[src/pkg/mrs_pkg.sv]
// Package for the mesh route selector: register map, field widths, timing
package mrs_pkg;
	// ****************************************************************
	// Register map
	// ****************************************************************
	localparam logic [3:0] ADDR_ROUTING_ENABLE   = 4'h0;
	localparam logic [3:0] ADDR_REROUTE_THRESH   = 4'h1;
	localparam logic [3:0] ADDR_ROUTE_REQ_TMO    = 4'h2;
	localparam logic [3:0] ADDR_HOP_COST         = 4'h3;
	localparam logic [3:0] ADDR_RETX_COUNT       = 4'h4;
	localparam logic [3:0] ADDR_STATUS           = 4'h5;
	localparam logic [3:0] ADDR_ROUTE_ENTRY      = 4'h6;
	localparam logic [3:0] ADDR_DEST_SEL         = 4'h7;
	localparam logic [3:0] ADDR_FAIL_COUNT       = 4'h8;

	localparam logic        RST_ROUTING_ENABLE = 1'h0;
	localparam logic [7:0]  RST_REROUTE_THRESH = 8'h09;
	localparam logic [15:0] RST_ROUTE_REQ_TMO  = 16'h000a;
	localparam logic [7:0]  RST_HOP_COST       = 8'h64;
	localparam logic [7:0]  RST_RETX_COUNT     = 8'h05;

	// ****************************************************************
	// Sizes and timing
	// ****************************************************************
	localparam int DEST_W      = 3;
	localparam int NDEST       = 8;
	localparam int PATH_W      = 8;
	localparam int HOPS_W      = 4;
	localparam int COST_W      = 20;
	localparam int MAX_RETRY   = 3;
	localparam int CLK_HZ      = 20000000;
	localparam int TICK_MS     = 10;
	localparam int TICK_CYCLES = CLK_HZ / 1000 * TICK_MS;

	localparam logic [1:0]        RETRY_LIMIT = 2'h3;
	localparam logic [COST_W-1:0] COST_MAX    = 20'hfffff;

	// ****************************************************************
	// Carriers
	// ****************************************************************
	typedef struct packed {
		logic              valid;
		logic [PATH_W-1:0] path_id;
		logic [HOPS_W-1:0] hops;
		logic [7:0]        rssi;
		logic              last;
	} mrs_reply_t;

	typedef struct packed {
		logic              valid;
		logic [PATH_W-1:0] path_id;
	} mrs_route_t;
endpackage : mrs_pkg

[src/core/mrs_rssi_cost.sv]
// Per-hop RSSI magnitude to cost lookup
`timescale 1ns/10ps
module mrs_rssi_cost (
	input  wire logic [7:0] rssi,
	output logic      [5:0] cost
);
	// ****************************************************************
	// Lookup
	// ****************************************************************
	function automatic logic [5:0] mrs_map(input logic [7:0] r);
		logic [5:0] c;
		c = 6'h00;
		if (r >= 8'h64)      c = 6'h32;
		else if (r == 8'h63) c = 6'h31;
		else if (r == 8'h62) c = 6'h2c;
		else if (r == 8'h61) c = 6'h28;
		else if (r == 8'h60) c = 6'h26;
		else if (r == 8'h5f) c = 6'h23;
		else if (r == 8'h5e) c = 6'h20;
		else if (r == 8'h5d) c = 6'h1c;
		else if (r == 8'h5c) c = 6'h1a;
		else if (r >= 8'h58) c = 6'h15;
		else if (r == 8'h57) c = 6'h14;
		else if (r == 8'h56) c = 6'h13;
		else if (r == 8'h55) c = 6'h12;
		else if (r == 8'h54) c = 6'h10;
		else if (r >= 8'h4f) c = r[5:0] - 6'h05;
		else if (r == 8'h4e) c = 6'h09;
		else if (r >= 8'h4c) c = 6'h08;
		else if (r >= 8'h4a) c = 6'h07;
		else if (r >= 8'h48) c = 6'h06;
		else if (r >= 8'h46) c = 6'h05;
		else if (r >= 8'h44) c = 6'h04;
		else if (r >= 8'h41) c = 6'h03;
		else if (r >= 8'h3c) c = 6'h02;
		else if (r >= 8'h37) c = 6'h01;
		return c;
	endfunction : mrs_map

	assign cost = mrs_map(rssi);
endmodule : mrs_rssi_cost

[src/core/mrs_route_selector.sv]
// Mesh route selector: failure counting, route request sequencing, cost selection
`timescale 1ns/10ps
module mrs_route_selector #(parameter int TICK_CYCLES = mrs_pkg::TICK_CYCLES) (
	input  wire logic                          core_clk,
	input  wire logic                          rstn,
	input  wire logic [3:0]                    reg_addr,
	input  wire logic [15:0]                   reg_wdata,
	input  wire logic                          reg_wr,
	input  wire logic                          reg_rd,
	output logic      [15:0]                   reg_rdata,
	input  wire logic                          pkt_valid,
	input  wire logic [mrs_pkg::DEST_W-1:0]    pkt_dest,
	output logic                               pkt_taken,
	output logic                               pkt_discard,
	input  wire logic                          tx_done,
	input  wire logic                          tx_acked,
	input  wire mrs_pkg::mrs_reply_t           reply,
	output logic                               tx_allow,
	output logic                               req_start,
	output logic      [mrs_pkg::DEST_W-1:0]    req_dest,
	output mrs_pkg::mrs_route_t                route_out
);
	// ****************************************************************
	// Declarations
	// ****************************************************************
	typedef enum {MRS_IDLE, MRS_ISSUE, MRS_WAIT, MRS_DECIDE} mrs_state_t;

	mrs_state_t                          state_ff;
	mrs_state_t                          nxt_state;
	logic                                en_ff;
	logic [7:0]                          thresh_ff;
	logic [15:0]                         tmo_ff;
	logic [7:0]                          hop_cost_ff;
	logic [7:0]                          retx_ff;
	logic [mrs_pkg::DEST_W-1:0]          dest_sel_ff;
	logic [mrs_pkg::NDEST-1:0]           known_ff;
	logic [mrs_pkg::PATH_W-1:0]          path_ff [mrs_pkg::NDEST];
	logic [7:0]                          fail_ff [mrs_pkg::NDEST];
	logic [mrs_pkg::DEST_W-1:0]          cur_dest_ff;
	logic [1:0]                          retry_ff;
	logic [15:0]                         tick_cnt_ff;
	logic [20:0]                         div_ff;
	logic                                tick_ff;
	logic [mrs_pkg::COST_W-1:0]          acc_ff;
	logic [mrs_pkg::COST_W-1:0]          best_ff;
	logic [mrs_pkg::PATH_W-1:0]          best_path_ff;
	logic                                have_best_ff;
	logic [15:0]                         rdata_ff;
	logic                                taken_ff;
	logic                                discard_ff;
	logic                                tx_allow_ff;
	logic                                req_start_ff;
	mrs_pkg::mrs_route_t                 route_ff;
	logic [5:0]                          hop_rssi_cost;
	logic                                pkt_known;
	logic                                pkt_fire;
	logic                                need_route;
	logic                                fail_evt;
	logic                                ack_evt;
	logic                                hit_thresh;
	logic                                tmo_done;
	logic [mrs_pkg::COST_W-1:0]          first_part;
	logic [mrs_pkg::COST_W-1:0]          acc_sum;
	logic [mrs_pkg::COST_W-1:0]          path_total;
	logic                                new_best;
	logic                                busy;

	function automatic logic wr_hit(input logic [3:0] a, input logic [3:0] r, input logic w);
		return w && (a == r);
	endfunction : wr_hit

	// ****************************************************************
	// RSSI cost lookup
	// ****************************************************************
	mrs_rssi_cost u_rssi_cost (
		.rssi (reply.rssi),
		.cost (hop_rssi_cost)
	);

	// ****************************************************************
	// Decode
	// ****************************************************************
	assign busy       = (state_ff != MRS_IDLE);
	assign pkt_known  = known_ff[pkt_dest];
	assign pkt_fire   = pkt_valid && !busy && en_ff && !taken_ff && !discard_ff;
	assign need_route = pkt_fire && !pkt_known;
	assign ack_evt    = tx_done && tx_acked;
	assign fail_evt   = tx_done && !tx_acked;
	assign hit_thresh = fail_evt && en_ff && (fail_ff[cur_dest_ff] + 8'h01 >= thresh_ff);
	assign tmo_done   = tick_ff && (tick_cnt_ff + 16'h0001 >= tmo_ff);
	assign first_part = mrs_pkg::COST_W'(reply.hops) * mrs_pkg::COST_W'(hop_cost_ff);
	assign acc_sum    = acc_ff + mrs_pkg::COST_W'(hop_rssi_cost);
	assign path_total = (acc_ff == '0 ? first_part : '0) + acc_sum;
	assign new_best   = reply.valid && reply.last && (state_ff == MRS_WAIT)
		&& (!have_best_ff || path_total < best_ff);

	// ****************************************************************
	// Sequencer
	// ****************************************************************
	always_comb begin
		nxt_state = state_ff;
		case (state_ff)
			MRS_IDLE: begin
				if (need_route || hit_thresh)
					nxt_state = MRS_ISSUE;
			end
			MRS_ISSUE: nxt_state = MRS_WAIT;
			MRS_WAIT: begin
				if (tmo_done)
					nxt_state = MRS_DECIDE;
			end
			MRS_DECIDE: begin
				if (!have_best_ff && retry_ff != mrs_pkg::RETRY_LIMIT)
					nxt_state = MRS_ISSUE;
				else
					nxt_state = MRS_IDLE;
			end
			default: nxt_state = MRS_IDLE;
		endcase
	end

	always_ff @(posedge core_clk or negedge rstn) begin
		if (!rstn)
			state_ff <= MRS_IDLE;
		else
			state_ff <= nxt_state;
	end

	// ****************************************************************
	// Tick divider and timeout counter
	// ****************************************************************
	always_ff @(posedge core_clk or negedge rstn) begin
		if (!rstn) begin
			div_ff      <= '0;
			tick_ff     <= 1'b0;
			tick_cnt_ff <= '0;
		end else begin
			tick_ff <= 1'b0;
			if (state_ff != MRS_WAIT) begin
				div_ff      <= '0;
				tick_cnt_ff <= '0;
			end else if (div_ff == 21'(TICK_CYCLES - 1)) begin
				div_ff  <= '0;
				tick_ff <= 1'b1;
			end else begin
				div_ff <= div_ff + 21'h000001;
			end
			if (tick_ff && state_ff == MRS_WAIT)
				tick_cnt_ff <= tick_cnt_ff + 16'h0001;
		end
	end

	// ****************************************************************
	// Candidate accumulation and best path
	// ****************************************************************
	always_ff @(posedge core_clk or negedge rstn) begin
		if (!rstn) begin
			acc_ff       <= '0;
			best_ff      <= mrs_pkg::COST_MAX;
			best_path_ff <= '0;
			have_best_ff <= 1'b0;
		end else if (state_ff == MRS_ISSUE) begin
			acc_ff       <= '0;
			best_ff      <= mrs_pkg::COST_MAX;
			have_best_ff <= 1'b0;
		end else if (state_ff == MRS_WAIT && reply.valid) begin
			acc_ff <= reply.last ? '0 : path_total;
			if (new_best) begin
				best_ff      <= path_total;
				best_path_ff <= reply.path_id;
				have_best_ff <= 1'b1;
			end
		end
	end

	// ****************************************************************
	// Request, retry, routing table
	// ****************************************************************
	always_ff @(posedge core_clk or negedge rstn) begin
		if (!rstn) begin
			cur_dest_ff  <= '0;
			retry_ff     <= '0;
			known_ff     <= '0;
			req_start_ff <= 1'b0;
			discard_ff   <= 1'b0;
			taken_ff     <= 1'b0;
			route_ff     <= '0;
		end else begin
			req_start_ff <= (nxt_state == MRS_ISSUE);
			discard_ff   <= 1'b0;
			taken_ff     <= pkt_fire && pkt_known;
			if (pkt_fire)
				cur_dest_ff <= pkt_dest;
			if (pkt_fire && pkt_known)
				route_ff <= '{valid: 1'b1, path_id: path_ff[pkt_dest]};
			if (state_ff == MRS_IDLE)
				retry_ff <= '0;
			if (hit_thresh && state_ff == MRS_IDLE)
				known_ff[cur_dest_ff] <= 1'b0;
			if (state_ff == MRS_DECIDE) begin
				if (have_best_ff)
					known_ff[cur_dest_ff] <= 1'b1;
				else if (retry_ff == mrs_pkg::RETRY_LIMIT)
					discard_ff <= 1'b1;
				else
					retry_ff <= retry_ff + 2'h1;
			end
		end
	end

	generate
		for (genvar i = 0; i < mrs_pkg::NDEST; i++) begin : g_dest
			always_ff @(posedge core_clk or negedge rstn) begin
				if (!rstn) begin
					path_ff[i] <= '0;
					fail_ff[i] <= '0;
				end else begin
					if (state_ff == MRS_DECIDE && have_best_ff && cur_dest_ff == i)
						path_ff[i] <= best_path_ff;
					if (cur_dest_ff == i && (ack_evt || (state_ff == MRS_DECIDE && have_best_ff)))
						fail_ff[i] <= '0;
					else if (cur_dest_ff == i && fail_evt && fail_ff[i] != 8'hff)
						fail_ff[i] <= fail_ff[i] + 8'h01;
				end
			end
		end
	endgenerate

	// ****************************************************************
	// Transmit gate
	// ****************************************************************
	always_ff @(posedge core_clk or negedge rstn) begin
		if (!rstn)
			tx_allow_ff <= 1'b0;
		else
			tx_allow_ff <= (nxt_state == MRS_IDLE);
	end

	// ****************************************************************
	// Registers
	// ****************************************************************
	always_ff @(posedge core_clk or negedge rstn) begin
		if (!rstn) begin
			en_ff       <= mrs_pkg::RST_ROUTING_ENABLE;
			thresh_ff   <= mrs_pkg::RST_REROUTE_THRESH;
			tmo_ff      <= mrs_pkg::RST_ROUTE_REQ_TMO;
			hop_cost_ff <= mrs_pkg::RST_HOP_COST;
			retx_ff     <= mrs_pkg::RST_RETX_COUNT;
			dest_sel_ff <= '0;
		end else begin
			if (wr_hit(reg_addr, mrs_pkg::ADDR_ROUTING_ENABLE, reg_wr))
				en_ff <= reg_wdata[0];
			if (wr_hit(reg_addr, mrs_pkg::ADDR_REROUTE_THRESH, reg_wr) && reg_wdata[7:0] != 8'h00)
				thresh_ff <= reg_wdata[7:0];
			if (wr_hit(reg_addr, mrs_pkg::ADDR_ROUTE_REQ_TMO, reg_wr) && reg_wdata != 16'h0000
				&& reg_wdata <= 16'h2710)
				tmo_ff <= reg_wdata;
			if (wr_hit(reg_addr, mrs_pkg::ADDR_HOP_COST, reg_wr))
				hop_cost_ff <= reg_wdata[7:0];
			if (wr_hit(reg_addr, mrs_pkg::ADDR_RETX_COUNT, reg_wr))
				retx_ff <= reg_wdata[7:0];
			if (wr_hit(reg_addr, mrs_pkg::ADDR_DEST_SEL, reg_wr))
				dest_sel_ff <= reg_wdata[mrs_pkg::DEST_W-1:0];
		end
	end

	always_ff @(posedge core_clk or negedge rstn) begin
		if (!rstn) begin
			rdata_ff <= '0;
		end else if (reg_rd) begin
			case (reg_addr)
				mrs_pkg::ADDR_ROUTING_ENABLE: rdata_ff <= {15'h0000, en_ff};
				mrs_pkg::ADDR_REROUTE_THRESH: rdata_ff <= {8'h00, thresh_ff};
				mrs_pkg::ADDR_ROUTE_REQ_TMO:  rdata_ff <= tmo_ff;
				mrs_pkg::ADDR_HOP_COST:       rdata_ff <= {8'h00, hop_cost_ff};
				mrs_pkg::ADDR_RETX_COUNT:     rdata_ff <= {8'h00, retx_ff};
				mrs_pkg::ADDR_STATUS:         rdata_ff <= {6'h00, retry_ff, known_ff};
				mrs_pkg::ADDR_ROUTE_ENTRY:    rdata_ff <= {7'h00, known_ff[dest_sel_ff], path_ff[dest_sel_ff]};
				mrs_pkg::ADDR_DEST_SEL:       rdata_ff <= {13'h0000, dest_sel_ff};
				mrs_pkg::ADDR_FAIL_COUNT:     rdata_ff <= {8'h00, fail_ff[dest_sel_ff]};
				default:                      rdata_ff <= '0;
			endcase
		end else begin
			rdata_ff <= '0;
		end
	end

	// ****************************************************************
	// Outputs
	// ****************************************************************
	assign reg_rdata   = rdata_ff;
	assign pkt_taken   = taken_ff;
	assign pkt_discard = discard_ff;
	assign tx_allow    = tx_allow_ff;
	assign req_start   = req_start_ff;
	assign req_dest    = cur_dest_ff;
	assign route_out   = route_ff;
endmodule : mrs_route_selector

[config.mk]
export PLATFORM = sky130hd
export DESIGN_NAME = mrs_route_selector
export DESIGN_NICKNAME = d
export VERILOG_FILES = /design/src/pkg/mrs_pkg.sv /design/src/core/mrs_rssi_cost.sv /design/src/core/mrs_route_selector.sv
export SDC_FILE = /design/constraint.sdc
export NUM_CORES = 1
export LEC_CHECK = 0
export BUFFER_PORTS_ARGS = -buffer_cell sky130_fd_sc_hd__buf_4
export CORE_ASPECT_RATIO = 1.5
export CORE_MARGIN = 5
export CORE_UTILIZATION = 55
export CTS_BUF_LIST = sky130_fd_sc_hd__clkbuf_8
export DETAILED_ROUTE_END_ITERATION = 10
export PLACE_DENSITY = 0.72
export SETUP_SLACK_MARGIN = 0.5
export SKIP_LAST_GASP = 1
export SLEW_MARGIN = 0
export SYNTH_ARGS = -nofsm -noshare
export SYNTH_HDL_FRONTEND = slang
export SYNTH_HIERARCHICAL = 1
export SYNTH_SLANG_ARGS = --single-unit
[constraint.sdc]
create_clock -name core_clk -period 11.4 [get_ports core_clk]
set_input_delay 3.42 -clock core_clk [delete_from_list [all_inputs] [get_ports core_clk]]
set_output_delay 3.42 -clock core_clk [all_outputs]
set_load 0.1 [all_outputs]
# Word level (Yosys, flattened, before mapping)
# Cells that the tools add are included.
# totals
out_inout_bits	32
inputBits	52
wordCells	314
reg_bits	333
# classes
muxes	90
mul	1
addsub	15
order_cmp	22
eq_ne	47
n_reduce_logical	92
bitwise_logic	7
# op_table
cell	count
8-bit two-way mux	27
16-bit one-hot mux with 9 select lines	1
6-bit two-way mux	23
32-bit by 2-bit equality test with 1-bit output (second input constant)	4
32-bit one-hot mux with 4 select lines	1
20-bit two-way mux	6
8-bit by 7-bit equality test with 1-bit output (second input constant)	13
8-bit binary-select mux with 3-bit select	4
32-bit zero test	3
8-bit by 1-bit adder with 8-bit output (second input constant)	9
8-bit by 7-bit greater-or-equal comparator with 1-bit output (second input constant)	9
32-bit by 3-bit equality test with 1-bit output (second input constant)	2
32-bit two-way mux	2
8-bit != test (second input constant)	8
1-bit logical AND	61
16-bit two-way mux	3
21-bit two-way mux	2
32-bit by 1-bit equality test with 1-bit output (second input constant)	1
32-bit by 3-bit != test with 1-bit output (second input constant)	1
32-bit nonzero test	1
2-bit nonzero test	11
21-bit by 1-bit adder with 21-bit output (second input constant)	1
21-bit by 18-bit equality test with 1-bit output (second input constant)	1
12-bit by 20-bit adder with 20-bit output	1
other kinds (41)	79

# Longest topological paths before layout
# logic_depth
ltp_word	33
mapped_depth	29
depth_no_buf	27

# By module
# Netlist, hierarchy kept.
# modules_own_cells
module	instances	cells_each	area_each_um2
mrs_route_selector	1	1716	19289.8
mrs_rssi_cost	1	107	754.5

# Worst setup path before layout
# No wires, ideal clock.
# synth_timing
path_type	in2reg
start	in reply[12] (netlist name)
end	reg best_ff[13] (netlist name)
path_buffers	2
t_arrival_ps	9621
path_slack_ps	1697
stages	27
path_cell_list	nand2_1 > fa_1 > inv_1 > fa_1 > fa_1 > a21o_1 > a21oi_1 > o21bai_1 > a2111oi_0 > or4_1 > nand2_1 > ha_1 > ha_1 > or2_2 > a21o_1 > a21oi_1 > nor4b_1 > xnor2_1 > inv_1 > ha_1 > nand3_1 > nor4_1 > nand3_1 > o2111ai_1 > buf_4 > buf_6 > mux2_4
# synth_via
elab_chain_cells	8
elab_cells_between_ends	11
cone_classes	add/sub: 1; mul: 1; order compare: 1; mux: 4; reduce/logical: 4
# synth_rtl
element	line_no	text
from (decl)	mrs_route_selector.sv:17	input wire mrs_pkg::mrs_reply_t reply,
4-bit by 8-bit multiplier with 12-bit output (*)	mrs_route_selector.sv:91	assign first_part = mrs_pkg::COST_W'(reply.hops) * mrs_pkg::COST_W'(hop_cost_ff);
12-bit two-way mux (*)	mrs_route_selector.sv:93	assign path_total = (acc_ff == '0 ? first_part : '0) + acc_sum;
12-bit by 20-bit adder with 20-bit output (*)	mrs_route_selector.sv:93	
20-bit < comparator	mrs_route_selector.sv:95	&& (!have_best_ff || path_total < best_ff);
1-bit logical OR	mrs_route_selector.sv:95	
1-bit logical AND	mrs_route_selector.sv:95	
2-bit nonzero test (no line)	-	
2-bit AND reduction (no line)	-	
to (signal assigned)	mrs_route_selector.sv:159	best_ff <= mrs_pkg::COST_MAX;
to (signal assigned)	mrs_route_selector.sv:164	best_ff <= mrs_pkg::COST_MAX;
to (signal assigned)	mrs_route_selector.sv:169	best_ff <= path_total;
to (decl)	mrs_route_selector.sv:45	logic [mrs_pkg::COST_W-1:0] best_ff;
# Every way passes the cells marked *; elsewhere a longest branch is shown, timed or not. The select of a mux whose other input is x is not followed.
# A chain may end at the register's enable or synchronous reset.

# Worst setup path in the final report
# layout_timing
start	in reply[12] (netlist name)
end	reg best_ff[10] (netlist name)
# The elaborated chain is that of the path after synthesis.

==> impl_metrics.yaml <==
timing:
  max_freq_mhz: 97.19
  clock_skew_ns: 0.02833
  final_hold_viol_count: 0
  hold_ws_ns: 0.4769
  drv_slew: 0
  tns_ns: 0
  finalCriticalPeriod_ns: 10.29
  setup_viol: 0
  rsz0062_at_grt: "no"
  worstMarginPinSlew_ns: 1.182
  final.period_utilization_pct: 90.26
  slew_headroom_pct: 21.06
drt:
  dr.pass1.iters: 7
  wire_per_inst_um: 19.59
  drtAntennaViolNets: 0
  drc: 0
  wl_um: 48090
  num_vias: 14483
  drt_iter0_markers: 942
  avgViaCountPerCell: 5.899
finish:
  layout_commonest_cell: "dfrtp_1"
  area_growth_pct: 11.30
  final_nets: 2098
  fillers: 2928
  drive_gt1_share_pct: 23.18
  finish.instance_area_um2: 22310
  seq_area_um2: 8371
  multiInputGateArea_um2: 11140
  most-common-layout-cells: "303 x dfrtp_1, 197 x nor2_1, 128 x mux2_2, 108 x nand2_1, 102 x inv_1"
pwr:
  power_density_nw_per_um2: 141.4
  ir_drop_v: 0.00008858
  leakagePower_nw: 10.55
synth:
  synth-async-reset-ratio_pct: 100.0
  yosysWarnings: 6
  yosysUniqueCellTypes: 87
  ys_ff_latch: 333
  syn-mean-instance-area_um2: 11.00
  synth_ff_type: "dfrtp_1"
  seq_area_frac_synth_pct: 41.75
  netlist_instances: 1823
  synth_edf_count: 0
  synth_area_um2: 20040
clock_network:
  post_cts_buffers: 0
  clk_path_buf_depth: 3
  clk_latency_ns: 0.62
  h-tree-depth: 2
  cts_tree: "built"
  holdBufCountCts: 0
  cts.sinks: 333
  cts-root-buf: "clkbuf_8"
  cts_resized: 0
  path_clk_slew_ns: 0.06
  numCtsBuffers: 51
setup_path:
  crit_fanout: 15
  reg2regPathDepth: 26
  r2r_setup_slack_ns: 3.51
  critPathLaunchType: "input port"
  required_ns: 11.93
  arrival_ns: 10.82
  worstSetupPathType: "in2reg"
  end_kind: "flop"
min_path:
  min_path_type: "reg2reg"
  hold_path_depth: 1
place:
  place.port_buffers: 83
  gp_congestion: 0.9159
  placed_area_um2: 21180
  hpwlAfterDp_um: 35280
global_route:
  grt_pass1_wl_um: 78720
  antenna_found_initial: 1
  grt_use_total_pct: 23.83
  grt_max_degree: 175
  grt.overflow.total: 0
  grt_pass1_vias: 14935
die:
  die_w_um: 165.9
  rows: 85
  die_h_um: 243.8
  ios: 84
  die_area_um2: 40440
  initial_core_util_pct: 55.76
  design.core.area_um2: 35950
outcome:
  outcome: "finished clean"
run:
  cap_violations: 0
kinds of logic after synthesis:
group / count (synthesis) / share of synthesized area [%]
fa+ha+maj: 113 / 7.765
mux: 252 / 17.73
other cells: 1 / 0.01871
compound gates: 232 / 7.753
flops: 333 / 41.75
xor+xnor: 136 / 5.943
simple gates: 602 / 15.74
buf+inv: 154 / 3.296
through the flow:
step                      worst slack [ns]  util (%)  std cells  total power, W
after floorplan                      1.697         -       1852        0.001849
after CTS                            1.144     62.05       2454        0.003191
final                                1.111     62.06       2455        0.003155
after global placement              0.6850     58.91       2358        0.002084
after global routing                0.5199     62.06       2455        0.003348
after detailed placement            0.4968     58.91       2358        0.002103
where the power goes:
group	switching (W)	internal (W)	total, W
Combinational	0.000495	0.000315	0.000810
Sequential	0.0000390	0.00123	0.00127
Clock	0.000484	0.000591	0.00108
Yosys cell counts (all sizes together) (8+ instances only):
library cell    n  share of area (%)
dfstp          29                3.8
a21oi          47                1.2
dfrtp         304                 38
o22ai          11               0.34
buf            31               0.99
ha             94                5.9
nor2          213                4.5
nand3          49                1.3
mux2i          52                2.6
nor2b          16               0.50
and2           37                1.2
inv            85                1.6
or2            13               0.42
nand3b          8               0.30
xnor2          54                2.4
clkbuf         38               0.71
o211ai         12               0.45
nor4           24               0.92
nor3b          10               0.37
xor2           82                3.6
nor3           28               0.77
nand4          38                1.2
nand2         110                2.1
fa             19                1.9
mux4           68                7.6
nand2b          9               0.28
and4            9               0.41
and3           17               0.53
o21ai          60                1.5
a211oi          8               0.32
mux2          132                7.5
a21o           29                1.1
path summary, 6_finish.rpt:
check,startpoint,to
min in group asynchronous,rstn,div_ff[12]
worst min register to register,route_out[8],route_out[8]
worst min-delay path,route_out[8],route_out[8]
worst max register to register,hop_cost_ff[2],best_ff[10]
worst max-delay path,reply[12],best_ff[10]
max in group asynchronous,rstn,dest_sel_ff[0]
critical path, cell delays in order:
cell and delay (ns):
buf_4 0.12, nand2_1 0.08, fa_1 0.56, inv_1 0.06, fa_1 0.53, fa_1 0.47
a21o_1 0.20, a21oi_1 0.22, o21bai_1 0.11, a2111oi_0 0.51, or4_1 0.18, nand2_1 0.05
ha_1 0.28, ha_1 0.32, or2_2 0.30, a21o_1 0.18, a21oi_1 0.48, nor4b_1 0.15
xnor2_1 0.25, inv_1 0.08, ha_1 0.30, nand3_1 0.12, nor4_1 0.43, nand3_1 0.19
o2111ai_4 0.68, buf_4 0.32, mux2i_1 0.20
metal layers:
metal	global-route usage [%]	wire length, um	up-vias
met5	0	0	-
met4	10.54	2232	0
met3	3.503	2189	134
met2	42.22	25060	414
met1	28.88	18600	7218
li1	-	-	6717
registers in the layout, summed over array words and instances, names as in the netlist, 2 cells and up:
name / cells
known_ff: 8
hop_cost_ff: 8
fail_ff: 64
state_ff: 32
route_out: 9
retry_ff: 2
path_ff: 64
tick_cnt_ff: 16
acc_ff: 20
dest_sel_ff: 3
best_path_ff: 8
retx_ff: 8
best_ff: 20
thresh_ff: 8
tmo_ff: 16
reg_rdata: 16
req_dest: 3
div_ff: 21
cell type report:
class                      instances  area share, %
multi-input combinational       1365          49.94
sequential                       333          37.52
clock buffer                      66          4.072
timing repair buffer              97          3.354
tap                              478          2.681
inverter                          85          1.430
clock inverter                    30         0.9927
antenna                            1        0.01122
Power figures use the tool's default switching activity.
